$ cat config.mk
export PLATFORM = sky130hd
export DESIGN_NAME = umh_modem_handshake
export DESIGN_NICKNAME = d
export VERILOG_FILES = /design/src/umh_pkg.sv /design/src/umh_irq_sticky.sv /design/src/umh_modem_handshake.sv /design/src/umh_pin_sync.sv
export SDC_FILE = /design/constraint.sdc
export NUM_CORES = 1
export LEC_CHECK = 0
export BUFFER_PORTS_ARGS = -buffer_cell sky130_fd_sc_hd__clkbuf_2
export CAP_MARGIN = 20
export CORE_ASPECT_RATIO = 1.5
export CORE_MARGIN = 2
export CORE_UTILIZATION = 50
export CTS_BUF_LIST = sky130_fd_sc_hd__clkbuf_8
export DETAILED_ROUTE_END_ITERATION = 8
export PLACE_DENSITY = 0.79
export RECOVER_POWER = 25
export SLEW_MARGIN = 15
export SYNTH_ARGS = -nofsm -noshare
export SYNTH_HDL_FRONTEND = slang
export SYNTH_SLANG_ARGS = --single-unit
$ cat constraint.sdc
create_clock -name clock -period 1.82 [get_ports clock]
set_input_delay 0.091 -clock clock [delete_from_list [all_inputs] [get_ports clock]]
set_output_delay 0.091 -clock clock [all_outputs]
set_load 0.02 [all_outputs]
$ cat src/umh_pkg.sv
/*
  Shared constants of the modem handshake block: register offsets, field
  positions, masks and values after reset.
  Assumes an APB slave with 32-bit data and byte addresses in an 8-bit field.
*/
`default_nettype none

package umh_pkg;

  // Register byte offsets
  localparam int unsigned ADDR_WIDTH = 8;
  localparam logic [7:0] ADDR_MODEM_CONTROL = 8'h00;
  localparam logic [7:0] ADDR_MODEM_STATUS = 8'h04;
  localparam logic [7:0] ADDR_IRQ_ENABLE = 8'h08;
  localparam logic [7:0] ADDR_IRQ_STATUS = 8'h0C;
  localparam logic [7:0] ADDR_IRQ_CLEAR = 8'h10;

  // Modem control fields
  localparam int unsigned CTRL_TERMINAL_READY_BIT = 0;
  localparam int unsigned CTRL_SEND_REQUEST_BIT = 1;
  localparam int unsigned CTRL_LOOPBACK_BIT = 4;
  localparam logic [7:0] CTRL_WRITE_MASK = 8'h13;
  localparam logic [7:0] CTRL_RESET = 8'h00;

  // Modem status fields: change flags low, complemented levels high
  localparam int unsigned NUM_INPUTS = 4;
  localparam int unsigned STATUS_DELTA_LSB = 0;
  localparam int unsigned STATUS_LEVEL_LSB = 4;
  localparam logic [3:0] DELTA_RESET = 4'h0;

  // Interrupt fields, same layout in enable, status and clear
  localparam int unsigned IRQ_WIDTH = 8;
  localparam int unsigned IRQ_MODEM_BIT = 3;
  localparam logic [7:0] IRQ_MODEM_MASK = 8'h08;
  localparam logic [7:0] IRQ_ENABLE_RESET = 8'h00;
  localparam logic [7:0] IRQ_STATUS_RESET = 8'h00;

  // Pin levels
  localparam logic PIN_IDLE = 1'b1;
  localparam logic [31:0] READ_ZERO = 32'h0000_0000;

endpackage

`default_nettype wire
$ cat src/umh_irq_sticky.sv
/*
  Sticky interrupt status with write-one-to-clear and an enable mask.
  Assumes set and clear arrive as single-cycle vectors on clock.
*/
`timescale 1ns/1ps
`default_nettype none

module umh_irq_sticky #(
  parameter int WIDTH = 8
) (
  // Clock and reset
  input wire logic clock,
  input wire logic reset,
  // Events and software control
  input wire logic [WIDTH-1:0] set,
  input wire logic [WIDTH-1:0] clear,
  input wire logic [WIDTH-1:0] enable,
  // State and request
  output logic [WIDTH-1:0] status,
  output logic irq
);
  import umh_pkg::*;

  genvar i;
  generate
    for (i = 0; i < WIDTH; i++) begin : g_bit
      // An event in the clearing cycle survives
      always_ff @(posedge clock or posedge reset) begin
        if (reset) begin
          status[i] <= 1'b0;
        end else begin
          status[i] <= (status[i] && !clear[i]) || set[i];
        end
      end
    end
  endgenerate

  assign irq = |(status & enable);
endmodule // umh_irq_sticky

`default_nettype wire

$ cat src/umh_modem_handshake.sv
/*
  Modem handshake logic of one serial port: control outputs, status
  register with change flags, modem interrupt, all behind an APB slave.
  Assumes one clock at 10 MHz, asynchronous pins, and a modem that drives
  its status lines low when asserted.
*/
// Design decisions made here: the placing of the registers and the APB slave port.
`timescale 1ns/1ps
`default_nettype none

module umh_modem_handshake (
  // Clock and reset
  input wire logic clock,
  input wire logic reset,
  // APB slave
  input wire logic psel,
  input wire logic penable,
  input wire logic pwrite,
  input wire logic [umh_pkg::ADDR_WIDTH-1:0] paddr,
  input wire logic [31:0] pwdata,
  output logic [31:0] prdata,
  output logic pready,
  output logic pslverr,
  // Modem status pins, active low
  input wire logic send_clearance_in_n,
  input wire logic set_ready_in_n,
  input wire logic carrier_detect_in_n,
  input wire logic ring_detect_in_n,
  // Modem control pins, active low
  output logic terminal_ready_out_n,
  output logic send_request_out_n,
  // Interrupt
  output logic modem_irq
);
  import umh_pkg::*;

  logic [NUM_INPUTS-1:0] pins_n;
  logic [NUM_INPUTS-1:0] level_n;
  logic [NUM_INPUTS-1:0] change;
  logic [NUM_INPUTS-1:0] rise;
  logic [NUM_INPUTS-1:0] delta;
  logic [NUM_INPUTS-1:0] next_delta;
  logic [NUM_INPUTS-1:0] delta_clear;
  logic [7:0] modem_control_reg;
  logic [7:0] modem_status_reg;
  logic [7:0] irq_enable_reg;
  logic [IRQ_WIDTH-1:0] irq_status;
  logic [IRQ_WIDTH-1:0] irq_set;
  logic [IRQ_WIDTH-1:0] irq_clear;
  logic [31:0] next_prdata;
  logic setup;
  logic access;
  logic mapped;
  logic wr_control;
  logic wr_enable;
  logic wr_clear;
  logic status_read;
  logic loopback;

  // Index order puts each pin's change flag at its own status bit
  assign pins_n = {carrier_detect_in_n, ring_detect_in_n, set_ready_in_n,
                   send_clearance_in_n};

  umh_pin_sync #(
    .WIDTH(NUM_INPUTS)
  ) u_pin_sync (
    .clock(clock),
    .reset(reset),
    .pins_n(pins_n),
    .level_n(level_n),
    .change(change)
  );

  // A change from a low level is a rise of the pin
  assign rise = change & ~level_n;

  // APB decode; every access completes without wait states
  assign pready = 1'b1;
  assign setup = psel && !penable;
  assign access = psel && penable;

  always_comb begin
    mapped = 1'b0;
    unique case (paddr)
      ADDR_MODEM_CONTROL, ADDR_MODEM_STATUS, ADDR_IRQ_ENABLE, ADDR_IRQ_STATUS,
      ADDR_IRQ_CLEAR: begin
        mapped = 1'b1;
      end
      default: begin
        mapped = 1'b0;
      end
    endcase
  end

  assign pslverr = access && !mapped;
  assign wr_control = access && pwrite && (paddr == ADDR_MODEM_CONTROL);
  assign wr_enable = access && pwrite && (paddr == ADDR_IRQ_ENABLE);
  assign wr_clear = access && pwrite && (paddr == ADDR_IRQ_CLEAR);
  assign status_read = access && !pwrite && (paddr == ADDR_MODEM_STATUS);

  // Modem control register and pins
  assign loopback = modem_control_reg[CTRL_LOOPBACK_BIT];

  always_ff @(posedge clock or posedge reset) begin
    if (reset) begin
      modem_control_reg <= CTRL_RESET;
    end else if (wr_control) begin
      modem_control_reg <= pwdata[7:0] & CTRL_WRITE_MASK;
    end
  end

  // Pins load with the register so loopback never lets a pulse through
  always_ff @(posedge clock or posedge reset) begin
    if (reset) begin
      terminal_ready_out_n <= 1'b1;
      send_request_out_n <= 1'b1;
    end else if (wr_control) begin
      terminal_ready_out_n <= !(pwdata[CTRL_TERMINAL_READY_BIT] &&
                                !pwdata[CTRL_LOOPBACK_BIT]);
      send_request_out_n <= !(pwdata[CTRL_SEND_REQUEST_BIT] &&
                              !pwdata[CTRL_LOOPBACK_BIT]);
    end
  end

  // Status levels are live; the clearance pin also feeds delta[0] and the modem interrupt
  assign modem_status_reg = {~level_n, delta};

  // Only flags already returned in the read data are cleared, so a rise
  // between setup and access is kept for the next read
  assign delta_clear = status_read ? prdata[NUM_INPUTS-1:0] : DELTA_RESET;
  assign next_delta = (delta & ~delta_clear) | rise;

  always_ff @(posedge clock or posedge reset) begin
    if (reset) begin
      delta <= DELTA_RESET;
    end else begin
      delta <= next_delta;
    end
  end

  // Interrupt enable and sticky status
  always_ff @(posedge clock or posedge reset) begin
    if (reset) begin
      irq_enable_reg <= IRQ_ENABLE_RESET;
    end else if (wr_enable) begin
      irq_enable_reg <= pwdata[7:0];
    end
  end

  assign irq_set = (|change) ? IRQ_MODEM_MASK : IRQ_STATUS_RESET;
  assign irq_clear = (wr_clear ? pwdata[IRQ_WIDTH-1:0] : IRQ_STATUS_RESET) |
                     (status_read ? IRQ_MODEM_MASK : IRQ_STATUS_RESET);

  umh_irq_sticky #(
    .WIDTH(IRQ_WIDTH)
  ) u_irq (
    .clock(clock),
    .reset(reset),
    .set(irq_set),
    .clear(irq_clear),
    .enable(irq_enable_reg),
    .status(irq_status),
    .irq(modem_irq)
  );

  // Read data is captured in the setup cycle and held through access
  always_comb begin
    next_prdata = READ_ZERO;
    unique case (paddr)
      ADDR_MODEM_CONTROL: begin
        next_prdata[7:0] = modem_control_reg;
      end
      ADDR_MODEM_STATUS: begin
        next_prdata[7:0] = modem_status_reg;
      end
      ADDR_IRQ_ENABLE: begin
        next_prdata[7:0] = irq_enable_reg;
      end
      ADDR_IRQ_STATUS: begin
        next_prdata[IRQ_WIDTH-1:0] = irq_status;
      end
      default: begin
        next_prdata = READ_ZERO;
      end
    endcase
  end

  always_ff @(posedge clock or posedge reset) begin
    if (reset) begin
      prdata <= READ_ZERO;
    end else if (setup) begin
      prdata <= pwrite ? READ_ZERO : next_prdata;
    end
  end
endmodule // umh_modem_handshake

`default_nettype wire

$ cat src/umh_pin_sync.sv
/*
  Three-stage synchroniser and glitch filter for the active-low modem inputs.
  Assumes the pins are asynchronous to clock and idle high.
*/
`timescale 1ns/1ps
`default_nettype none

module umh_pin_sync #(
  parameter int WIDTH = 4
) (
  // Clock and reset
  input wire logic clock,
  input wire logic reset,
  // Raw pins
  input wire logic [WIDTH-1:0] pins_n,
  // Filtered levels and one-cycle change pulses
  output logic [WIDTH-1:0] level_n,
  output logic [WIDTH-1:0] change
);
  import umh_pkg::*;

  genvar i;
  generate
    for (i = 0; i < WIDTH; i++) begin : g_bit
      logic stage1;
      logic stage2;
      logic stage3;
      logic agree;

      // Stage one feeds stage two only, so metastability stays contained
      always_ff @(posedge clock or posedge reset) begin
        if (reset) begin
          stage1 <= PIN_IDLE;
          stage2 <= PIN_IDLE;
          stage3 <= PIN_IDLE;
        end else begin
          stage1 <= pins_n[i];
          stage2 <= stage1;
          stage3 <= stage2;
        end
      end

      assign agree = (stage2 == stage3);

      always_ff @(posedge clock or posedge reset) begin
        if (reset) begin
          level_n[i] <= PIN_IDLE;
        end else if (agree) begin
          level_n[i] <= stage3;
        end
      end

      assign change[i] = agree && (stage3 != level_n[i]);
    end
  endgenerate

endmodule // umh_pin_sync

`default_nettype wire

---- Yosys cells after proc, flatten, opt, wreduce, memory -nomap -nowiden ----
Cells that the tools add are included.
word-level totals
  output and inout port bits .............. 37
  word-level logic and storage cells ...... 105
  input port bits ......................... 49
  bits in registers ....................... 73
cells by class
  eq/ne operators ......................... 12
  reductions and logical operators ........ 49
  multiplexer cells ....................... 7
  bitwise logic cells ..................... 7
operator list
  kind                                                                   number
  8-bit one-hot mux with 4 select lines                                  1
  1-bit logical AND                                                      23
  8-bit by 4-bit equality test with 1-bit output, second input constant  2
  8-bit two-way mux                                                      2
  1-bit zero test                                                        14
  4-bit two-way mux                                                      3
  4-bit bitwise AND                                                      2
  8-bit bitwise AND                                                      1
  8-bit by 3-bit equality test with 1-bit output, second input constant  1
  8-bit by 5-bit equality test with 1-bit output, second input constant  1
  8-bit zero test                                                        1
  4-bit NOT                                                              2
  8-bit by 4-bit bitwise OR with 8-bit output                            1
  8-bit OR reduction                                                     1
  5-bit OR reduction                                                     1
  1-bit equality test                                                    4
  1-bit logical OR                                                       4
  1-bit logical OR, second input constant                                4
  1-bit inequality test                                                  4
  4-bit bitwise OR                                                       1
  4-bit OR reduction                                                     1
  1-bit two-way mux                                                      1

---- Longest topological paths before layout ----
Gate-level depths: netlist of run 1.
  depth in word-level cells ............... 8
  mapped depth ............................ 5
  gate-level depth less buffers ........... 4

---- By module ----
From an unflattened synthesis of run 1, not the netlist that was laid out.
second synthesis, totals
  cell total of the unflattened synthesis .. 207
  area total of the unflattened synthesis .. 2458.6 µm²
by module, submodules not included
  module               times used  seq. area each (µm²)  cells each  area each (µm²)
  umh_modem_handshake  1           628.1                 144         1585.3
  umh_pin_sync         1           420.4                 33          541.8
  umh_irq_sticky       1           200.2                 30          331.6

---- Worst setup path after synthesis of run 1 ----
OpenSTA, ideal clock, no wires.
  kind .................................... in2reg
  from .................................... input paddr[5] (netlist bit)
  to ...................................... register irq_enable_reg[0]
  stages on the path ...................... 5
  setup time .............................. 0.125 ns
  path slack .............................. -0.115 ns
  data arrival time ....................... 1.810 ns
  path buffers ............................ 1
  required time ........................... 1.695 ns
  path through ............................ or4_4 or2_4 or4b_4 buf_6 mux2_4
between the ends
  cells in the longest elaborated chain, start to end .. 2
RTL lines
  what                                            RTL line                    text
  start: declaration                              umh_modem_handshake.sv:19   input wire logic [umh_pkg::ADDR_WIDTH-1:0] paddr,
  8-bit by 4-bit equality test with 1-bit output  umh_modem_handshake.sv:97   assign wr_enable = access && pwrite && (paddr == ADDR_IRQ_ENABLE);
  1-bit logical AND                               umh_modem_handshake.sv:97
  end signal: assignment                          umh_modem_handshake.sv:146  irq_enable_reg <= pwdata[7:0];
  end: declaration                                umh_modem_handshake.sv:46   logic [7:0] irq_enable_reg;
Every way passes these cells.
A chain may end at the register's enable or synchronous reset.

---- Worst setup path in the final report of run 1 ----
  from .................................... input paddr[5] (netlist bit)
  to ...................................... register irq_enable_reg[1]
The elaborated chain is that of the path after synthesis.

==> results of run 1 <==
per-stage QoR:
stage          TNS [ps]  area [um2]  util (%)  hold WS, ps
3_5_place_dp      -1850        2480      55.4          107
6_report              0        2660      59.6         6.09
4_1_cts               0        2660      59.6        0.212
5_1_grt               0        2660      59.6         24.7
2_1_floorplan      -923        2370         -         95.5
3_3_place_gp      -1630        2480      55.4          106
cell usage after synthesis, types with 3 or more instances:
cell,count
buf_4,25
inv_1,4
nor2_1,10
dfstp_2,18
a21oi_1,7
dfrtp_1,31
nor3_1,3
mux4_2,3
a21o_1,4
a22o_1,3
nand2_1,10
mux2_4,8
a21boi_0,7
mux2_2,8
o21ai_0,5
a22oi_1,6
and3b_1,4
where the power goes:
group	leakage (nW)	total (W)	switching [W]	internal, W
sequential	0.593	0.00116	0.0000227	0.00113
clock	0.0626	0.000773	0.000330	0.000442
combinational	0.615	0.000208	0.000129	0.0000796
total	1.27	0.00214	0.000482	0.00166
cells by family (layout without fill, tap and decap cells):
family,count (synthesis),count (layout)
compound gates,35,35
other cells,2,25
buf+inv,33,63
fa+ha+maj,2,2
mux,19,19
simple gates,46,46
flops,49,49
metal layers:
layer  vias to the layer above  routed length [um]
met2                        56                2220
met3                        11                 185
met4                         0                 142
met5                         -                   0
li1                        710                   -
met1                       747                1710
layout make-up:
cell class | count | share of cell area, %
clock buffer | 6 | 3.10
clock inverter | 2 | 1.27
inverter | 4 | 0.564
multi-input combinational | 127 | 33.8
sequential | 49 | 46.9
tap | 48 | 2.26
timing repair buffer | 51 | 12.1
worst max path at each step:
stage                        start                 to  slack, ps  cells past startpoint
after floorplan           paddr[5]  irq_enable_reg[0]       -120                      5
after global placement    paddr[5]  irq_enable_reg[4]       -200                      5
after detailed placement  paddr[5]  irq_enable_reg[7]       -220                      5
after CTS                 paddr[5]  irq_enable_reg[6]        100                      5
after global routing      paddr[5]  irq_enable_reg[7]         70                      5
final                     paddr[5]  irq_enable_reg[1]         90                      5
worst register-to-register path: stages, from the launching register on:
cell and delay (ps):
dfstp_2 560, and3b_1 190, nor4_1 330, nand3_1 130, a31o_2 230
repair_timing:
action | in CTS | in global routing
hold buffers | 7 | 0
setup endpoints to repair | 0 | 0
hold endpoints to repair | 10 | 0
==> metrics.md, run 1 <==
| Metric | Value |
|---|---|
| Status | `finished, final reports clean` |
| Critical R2R Capture | `u_irq.status[3]` |
| Area share of the largest cell type after synthesis | `33.9%` |
| Sequential share of the synthesized area | `~55%` |
| Post-synthesis mux area share | `approximately 12%` |
| Nets | `approximately 290` |
| Core Footprint | `roughly 4500 um2` |
| Placed cells | `roughly 270` |
| Async SR Flop Fraction | `100%` |
| Seq. cell area | `1250 um2` |
| RSZ-0062 raised after global routing | `no` |
| Final WS setup | `89.0 ps` |
| HP Class | `in -> reg` |
| Post-route DRC violation count | `0` |
| Worst reg-to-reg path cell count | `4` |
| Final setup violation count | `0` |
| Worst Setup End Kind | `flop` |
| Area leader, netlist | `dfrtp_1` |
| Critical-path cell list | `clkbuf_2, or4_4, or2_4, or4b_4, mux2_4` |
| Main combinational cell family by area after synthesis | `multiplexers` |
| Layout cell share with drive strength beyond 1 | `approximately two fifths` |
| Lkg Pwr | `around 1.3 nW` |
| Delay-heaviest family, CP | `simple AND/OR/NAND/NOR gates` |
| First DRT Iteration DRCs | `96` |
| PD cells | `around 800 nW/um2` |
| Via density | `approximately 5.3` |
| Crit path kind | `in -> reg` |
| Routed WL per cell | `~15 um` |
| Post-CTS Setup Inserts | `0` |
| Fin cells | `~290` |
| Syn-to-layout area delta | `16.4%` |
| Largest net degree at the start of global routing | `30` |
| Mapped cell area | `between 2000 and 2500 um2` |
| Die area | `5140 um2` |
| Initial antenna violation count | `0` |
| Max clock buf depth | `2` |
| Place WS | `-216 ps` |
| CTS buffer count | `5` |
| DRT Pass-1 Iters | `4` |
| CTS root buf | `clkbuf_8` |
| IO buf count | `36` |
| Required time worst endpoint | `about 2000 ps` |
| Fmax | `between 500 and 600 MHz` |
| Max-slew violations | `0` |
| Post-synthesis compound-gate area fraction | `10.3%` |
| Wire length of the first global-routing pass | `a little over 7 mm` |
| ANT nets after route | `0` |
| Hold path cells | `2` |
| # IOs | `86` |
| ANT cells | `0` |
| Layer with the highest usage | `met2` |
| CP Launch Type | `input pin` |
| CTS tree | `built` |
| Final HPWL DP | `around 3.3 mm` |
| Vias in the first global route | `around 1,500` |
| Worst Path Arrival | `about 1900 ps` |
| Ys flop type | `dfrtp_1` |
| Most frequent cells in the layout | `clkbuf_2 (35), dfrtp_1 (31), conb_1 (25)` |
| Total grt overflow | `0` |
| EDFF count, synth | `0` |
| Starting Density | `about half` |
| Clk_skew | `a little over 8 ps` |
| Fin crit period | `between 1500 and 2000 ps` |
| Synth Instances | `around 190` |
| Met1 Usage GRT | `about 22%` |
| Post-CTS Resized | `0` |
| Multi-input gate area | `between 800 and 900 um2` |
| Final worst path period share | `95.1%` |
| Worst-path fanout max | `8` |
| Chip width | `between 50 and 60 um` |
| #FFs+latches synth | `49` |
| Worst path buffer plus inverter count | `1` |
| Adder-cell area share of the yosys netlist | `0.875%` |
| CP peak stage delay | `approximately 630 ps` |
| GR Util met3 | `approximately 3.1%` |
| Grt met2 use | `31.2%` |
| Total power | `between 0.002 and 0.0025 W` |
| CTS H-Tree Depth | `2` |
| # rows | `30` |
| Area contributors post-synth | `dfrtp_1 (34%), dfstp_2 (21%), buf_4 (8.2%)` |
| Clock latency on the worst-skew pair | `300 ps` |
| DIE HEIGHT | `about 87 um` |
| Commonest non-fill, non-tap cell in the layout | `clkbuf_2` |
| Launching point of the worst reg2reg path | `u_pin_sync.level_n[2]` |
| R2R setup slack | `260 ps` |
| Worst ir drop on vdd | `~0.53 mV` |
| Max-Cap Viols | `0` |
| Slew @ Worst Pin | `792 ps` |
| Syn. warnings | `0` |
| Final Hold Viols | `0` |
| Vias | `1,524` |
| Synth unique cells | `39` |
| Total track usage | `between 10% and 20%` |
| Slowest CP cell | `or4b_4` |
| Clock sinks | `49` |
| Synthesized area per cell | `between 10 and 15 um2` |
| Clock-pin slew on the worst setup and hold paths | `80 ps` |
| Hold Path Sink | `u_irq.status[2]` |
| Synth Area in XOR/XNOR | `0%` |
| Fillers | `between 300 and 400` |
| Final WL | `around 4.3 mm` |
| Rel. slew slack | `47.1%` |
| Simple-Gate Fraction of Synth Area | `a little under an eighth` |
| RD Place Congestion | `approximately 0.79` |
| HP Start | `pwdata[2]` |
Note: power is estimated with default switching activity, not from simulation.
==> run 2, diff against run 1 <==
==> constraint.sdc (replaced) <==
create_clock -name clock -period 2.2 [get_ports clock]
set_input_delay 0.11 -clock clock [delete_from_list [all_inputs] [get_ports clock]]
set_output_delay 0.11 -clock clock [all_outputs]
set_load 0.02 [all_outputs]
==> run 2 against run 1 <==
Against the previous run: critical path depth stayed put; wire length is 1.6% higher; worst hold slack better by 12 ps; die area stayed put; setup slack better by 320 ps; non-clock buffer count is 2 lower; largest cell class unchanged.
==> metrics.md, run 2 (synthesis gave the netlist of run 1 again) <==
| Metric | Value |
|---|---|
| Worst Setup End Kind | `flop` |
| Met3 WL | `197 um (+6.5%)` |
| Sum Neg Setup Slack | `0 ps (unchanged)` |
| Die area | `5140 um2 (unchanged)` |
| HP Class | `in -> reg` |
| Worst path buffer plus inverter count | `1 (unchanged)` |
| PD cells | `642 nW/um2 (-20%)` |
| First DRT Iteration DRCs | `57 (-41%)` |
| Final WS setup | `406 ps (+317 ps)` |
| # IOs | `86 (unchanged)` |
| CP peak stage delay | `640 ps (about the same)` |
| CP Launch Type | `input pin` |
| Total grt overflow | `0 (unchanged)` |
| IO buf count | `36 (unchanged)` |
| Final Hold Viols | `0 (unchanged)` |
| Via density | `5.38 (+1.3%)` |
| Rel. slew slack | `42.1% (-5.1 points)` |
| Hold path cells | `2 (unchanged)` |
| Post-route DRC violation count | `0 (unchanged)` |
| DIE HEIGHT | `86.8 um (unchanged)` |
| Required time worst endpoint | `2390 ps (+390 ps)` |
| Max-Cap Viols | `0 (unchanged)` |
| Worst ir drop on vdd | `0.387 mV (-27%)` |
| Placed standard-cell area | `2440 um2 (-1.4%)` |
| Routed WL per cell | `15.2 um (+2.3%)` |
| Vias | `1,533 (+0.59%)` |
| Status | `finished, final reports clean` |
| Commonest non-fill, non-tap cell in the layout | `dfrtp_1` |
| ANT nets after route | `0 (unchanged)` |
| Clock latency on the worst-skew pair | `310 ps (about the same)` |
| Chip width | `59.2 um (unchanged)` |
| CTS tree | `built` |
| ANT cells | `0 (unchanged)` |
| Worst-path fanout max | `8 (unchanged)` |
| Wire length of the first global-routing pass | `6.92 mm (-3.0%)` |
| Fillers | `379 (+4.7%)` |
| Slew @ Worst Pin | `868 ps (+75.7 ps)` |
| Clock sinks | `49 (unchanged)` |
| Worst hold slack | `17.9 ps (+11.8 ps)` |
| Final WL | `4.32 mm (+1.6%)` |
| # rows | `30 (unchanged)` |
| Most frequent cells in the layout | `dfrtp_1 (31), clkbuf_2 (28), conb_1 (25)` |
| Nets | `285 (-0.70%)` |
| Total track usage | `18.3% (-0.22 points)` |
| Crit path kind | `in -> reg` |
| Highest routed layer | `met4` |
| Fin cells | `285 (-0.70%)` |
| Met2 WL | `2.24 mm (+0.54%)` |
| R2R setup slack | `720 ps (+460 ps)` |
| Slowest CP cell | `or4b_4` |
| Lkg Pwr | `1.22 nW (-4.0%)` |
| Max clock buf depth | `2 (unchanged)` |
| Fmax | `between 500 and 600 MHz` |
| Final worst path period share | `about four fifths` |
| Vias in the first global route | `1,474 (-4.0%)` |
| CTS H-Tree Depth | `2 (unchanged)` |
| Final non-filler cell area | `2610 um2 (-2.0%)` |
| Post-CTS Setup Inserts | `0 (unchanged)` |
| Worst Path Arrival | `1980 ps (+70 ps)` |
| Starting Density | `51.2% (unchanged)` |
| RD Place Congestion | `0.780 (-1.7%)` |
| Worst reg-to-reg path cell count | `4 (unchanged)` |
| Critical path depth | `5 (unchanged)` |
| Clock-pin slew on the worst setup and hold paths | `90 ps (about the same)` |
| Placed cells | `269 (-1.1%)` |
| CTS root buf | `clkbuf_8` |
| Fin crit period | `approximately 1800 ps` |
| Layout cell share with drive strength beyond 1 | `35.0% (-3.1 points)` |
| Final setup violation count | `0 (unchanged)` |
| Largest net degree at the start of global routing | `43 (+43%)` |
| Final HPWL DP | `3.18 mm (-3.2%)` |
| Syn-to-layout area delta | `14.0%` |
| Place WS | `91.1 ps (+307 ps)` |
| Critical-path cell list | `clkbuf_2, or4_4, or2_4, or4b_4, mux2_4` |
| CTS buffer count | `5 (unchanged)` |
| Core Footprint | `4470 um2 (unchanged)` |
| Clk_skew | `11.0 ps (+2.81 ps)` |
| DRT Pass-1 Iters | `4 (unchanged)` |
| Delay-heaviest family, CP | `simple AND/OR/NAND/NOR gates` |
| RSZ-0062 raised after global routing | `no` |
| Initial antenna violation count | `0 (unchanged)` |
| Met1 WL | `1.78 mm (+4.0%)` |
| Max-slew violations | `0 (unchanged)` |
[run 2: changes by cell type in the layout (fill, tap and decap cells not counted), sizes merged]
cell / before / now
buf: 8 / 5
bufinv: 1 / 0
clkinv: 0 / 2
dlygate4sd3: 7 / 8
inv: 5 / 4
[run 2: layout make-up]
type,count,area [um2],share of cell area [%]
timing repair buffer,49,288,11.0
tap,48,60.1,2.30
sequential,49,1250,47.9
clock buffer,6,82.6,3.17
inverter,4,15.0,0.576
multi-input combinational,127,900,34.5
clock inverter,2,13.8,0.528
[run 2: stage by stage]
stage	total power [W]	util [%]
floorplan	0.00111	-
global placement	0.00113	54.6
detailed placement	0.00113	54.6
CTS	0.00169	58.6
global route	0.00175	58.4
finish	0.00168	58.4
[run 2: power by group]
group / switching [W] / leakage [nW] / internal (W) / total, W
registers: 0.0000192 / 0.593 / 0.000938 / 0.000958
clock network: 0.000296 / 0.0512 / 0.000255 / 0.000550
logic: 0.000104 / 0.576 / 0.0000628 / 0.000167
total: 0.000419 / 1.22 / 0.00126 / 0.00168
[run 2: timing repair]
item | 4_1_cts | 5_1_grt
hold endpoints to repair | 31 | 0
hold buffers | 8 | 0
endpoints found under the setup margin | 0 | 0
resized for setup | 0 | 0
[run 2: worst paths after layout]
check                                           start                         end
max                                          paddr[5]           irq_enable_reg[1]
min                                         pwdata[6]             u_irq.status[6]
max reg2reg                     u_pin_sync.level_n[1]             u_irq.status[3]
min reg2reg                u_pin_sync.g_bit[3].stage1  u_pin_sync.g_bit[3].stage2
max in group asynchronous                       reset  u_pin_sync.g_bit[2].stage3
min in group asynchronous                       reset                    delta[0]
[run 2: worst register-to-register path, cell delays in order, from the launching register on]
cell and delay (ps):
dfstp_2 570, and3b_1 200, nor4_1 270, nand3_1 120, a31o_2 220
[run 2: per-layer routing]
layer  vias up  global-route usage (%)
li1        713                       -
met3        10                    3.88
met1       752                    22.1
met4         0                    9.09
met2        58                    30.1
met5         -                       0
==> run 3, diff against run 2 <==
==> constraint.sdc (replaced) <==
create_clock -name clock -period 1.8 [get_ports clock]
set_input_delay 0.09 -clock clock [delete_from_list [all_inputs] [get_ports clock]]
set_output_delay 0.09 -clock clock [all_outputs]
set_load 0.02 [all_outputs]
==> run 3 against run 2 <==
Against the previous run: via count shrank 0.26%; first-iteration DRC count shrank 8.8%; count of clock-buffer cells in the layout shrank 1; cell count grew 1.8%; die area is the same; combinational power grew 29%; clock skew shrank 0.67 ps; worst hold slack lost 15 ps; critical path depth is the same; sequential power grew 22%; design area grew 3.1%.
==> metrics.md, run 3 (synthesis gave the netlist of run 1 again) <==
| Metric | Value |
|---|---|
| Launching point of the worst reg2reg path | `u_pin_sync.level_n[1]` |
| Largest net degree at the start of global routing | `30 (-30%)` |
| Wire length of the first global-routing pass | `7.22 mm (+4.4%)` |
| Final non-filler cell area | `2690 um2 (+3.1%)` |
| First DRT Iteration DRCs | `52 (-8.8%)` |
| ANT nets after route | `0 (unchanged)` |
| R2R setup slack | `230 ps (-490 ps)` |
| Total power | `0.00216 W (+29%)` |
| Fmax | `between 500 and 600 MHz` |
| Worst ir drop on vdd | `0.638 mV (+65%)` |
| Max-Cap Viols | `0 (unchanged)` |
| Final setup violation count | `0 (unchanged)` |
| Routed WL per cell | `14.6 um (-4.0%)` |
| Placed standard-cell area | `2480 um2 (+1.4%)` |
| Hold Path Sink | `terminal_ready_out_n` |
| P_int | `0.00164 W (+31%)` |
| RD Place Congestion | `0.814 (+4.3%)` |
| Clock latency on the worst-skew pair | `310 ps (about the same)` |
| # IOs | `86 (unchanged)` |
| Final WL | `4.22 mm (-2.3%)` |
| Most frequent cells in the layout | `clkbuf_2 (36), dfrtp_1 (31), conb_1 (25)` |
| Post-route DRC violation count | `0 (unchanged)` |
| Post-CTS Resized | `0 (unchanged)` |
| Syn-to-layout area delta | `17.5%` |
| Final WS setup | `87.4 ps (-319 ps)` |
| Critical R2R Capture | `u_irq.status[3]` |
| CTS H-Tree Depth | `2 (unchanged)` |
| CTS root buf | `clkbuf_8` |
| HP Start | `pwdata[0]` |
| Clock power frac | `35.8% (+2.9 points)` |
| HP Class | `in -> reg` |
| Final Util | `60.2% (+1.8 points)` |
| Hold path cells | `2 (unchanged)` |
| Status | `finished, final reports clean` |
| Clk_skew | `10.4 ps (-0.666 ps)` |
| Worst Setup End Kind | `flop` |
| Clock-pin slew on the worst setup and hold paths | `80 ps (about the same)` |
| Gate power share | `10.0% (about the same)` |
| Sum Neg Setup Slack | `0 ps (unchanged)` |
| Lkg Pwr | `1.28 nW (+5.2%)` |
| Crit path kind | `in -> reg` |
| Vias in the first global route | `1,573 (+6.7%)` |
| Initial antenna violation count | `0 (unchanged)` |
| Starting Density | `51.2% (unchanged)` |
| Sequential share of power | `54.3% (-2.9 points)` |
| Slew @ Worst Pin | `784 ps (-83.8 ps)` |
| Net Sw Power | `0.000514 W (+23%)` |
| # rows | `30 (unchanged)` |
| Rel. slew slack | `47.7% (+5.6 points)` |
| Die area | `5140 um2 (unchanged)` |
| DIE HEIGHT | `86.8 um (unchanged)` |
| IO buf count | `36 (unchanged)` |
| Final Hold Viols | `0 (unchanged)` |
| CP Launch Type | `input pin` |
| ANT cells | `0 (unchanged)` |
| Final worst path period share | `between 90% and 100%` |
| PD cells | `803 nW/um2 (+25%)` |
| Max-slew violations | `0 (unchanged)` |
| RSZ-0062 raised after global routing | `no` |
| Chip width | `59.2 um (unchanged)` |
| Required time worst endpoint | `1990 ps (-400 ps)` |
| Final HPWL DP | `3.21 mm (+0.90%)` |
| Max clock buf depth | `2 (unchanged)` |
| Clock sinks | `49 (unchanged)` |
| Total track usage | `19.1% (+0.81 points)` |
| Post-CTS Setup Inserts | `0 (unchanged)` |
| Worst-path fanout max | `8 (unchanged)` |
| Via density | `5.27 (-2.0%)` |
| CTS tree | `built` |
| Nets | `290 (+1.8%)` |
| Cts hold-fix bufs | `10 (+2)` |
| Vias | `1,529 (-0.26%)` |
| CTS buffer count | `5 (unchanged)` |
| Place WS | `-238 ps (-329 ps)` |
| Layout cell share with drive strength beyond 1 | `38.0% (+3.0 points)` |
| Fillers | `369 (-2.6%)` |
| Worst reg-to-reg path cell count | `4 (unchanged)` |
| Fin crit period | `1710 ps` |
| DRT Pass-1 Iters | `4 (unchanged)` |
| Commonest non-fill, non-tap cell in the layout | `clkbuf_2` |
| Core Footprint | `4470 um2 (unchanged)` |
| Sw Ratio | `23.8% (-1.2 points)` |
| Total grt overflow | `0 (unchanged)` |
| Worst Path Arrival | `1900 ps (-80 ps)` |
==> run 3: cell types whose count changed in the layout (fill, tap and decap cells not counted), sizes merged <==
cell / change
buf: +3
clkinv: -1
inv: +1
dlygate4sd3: +2
bufinv: +1
clkbuf: -1
==> run 3: metrics by stage <==
step	instances	hold slack [ps]
6_report	290	3.08
2_1_floorplan	209	94.5
5_1_grt	290	14.7
3_5_place_dp	272	112
4_1_cts	290	11.1
3_3_place_gp	272	104
==> run 3: final cells by class <==
| cell class | count | area (um2) | share of cell area [%] |
|---|---|---|---|
| Tap cell | 48 | 60.1 | 2.23 |
| Inverter | 4 | 15.0 | 0.559 |
| Sequential cell | 49 | 1250 | 46.5 |
| Multi-Input combinational cell | 127 | 900 | 33.5 |
| Clock buffer | 5 | 68.8 | 2.56 |
| Clock inverter | 3 | 42.5 | 1.58 |
| Timing Repair Buffer | 54 | 353 | 13.1 |
==> run 3: how the worst max path moves through the flow <==
| stage | start | endpoint | slack, ps | cells past startpoint |
|---|---|---|---|---|
| finish | paddr[5] | irq_enable_reg[5] | 90 | 5 |
| global route | paddr[5] | irq_enable_reg[5] | 60 | 5 |
| CTS | paddr[5] | irq_enable_reg[0] | 90 | 5 |
| detailed placement | paddr[5] | irq_enable_reg[0] | -240 | 5 |
| global placement | paddr[5] | irq_enable_reg[4] | -220 | 5 |
| floorplan | paddr[5] | irq_enable_reg[0] | -130 | 5 |
==> run 3: power groups by stage <==
stage / clock network [W] / logic [W] / registers (W)
final: 0.000772 / 0.000215 / 0.00117
after global routing: 0.000832 / 0.000241 / 0.00117
after CTS: 0.000787 / 0.000217 / 0.00117
after detailed placement: 0 / 0.000200 / 0.00119
after global placement: 0 / 0.000197 / 0.00119
after floorplan: 0 / 0.000173 / 0.00119
==> run 3: worst max-delay path, cell delays in order <==
cell and delay (ps):
clkbuf_2 80, or4_4 520, or2_4 240, or4b_4 630, mux2_4 330
==> run 3: metal layers <==
| layer | global-route usage (%) | up-vias | routed length [um] | part of all wire (%) |
|---|---|---|---|---|
| met5 | 0 | - | 0 | 0 |
| met4 | 12.8 | 0 | 204 | 4.8 |
| met3 | 3.58 | 12 | 183 | 4.3 |
| met2 | 30.7 | 57 | 2190 | 52 |
| met1 | 22.6 | 740 | 1650 | 39 |
| li1 | - | 720 | - | - |
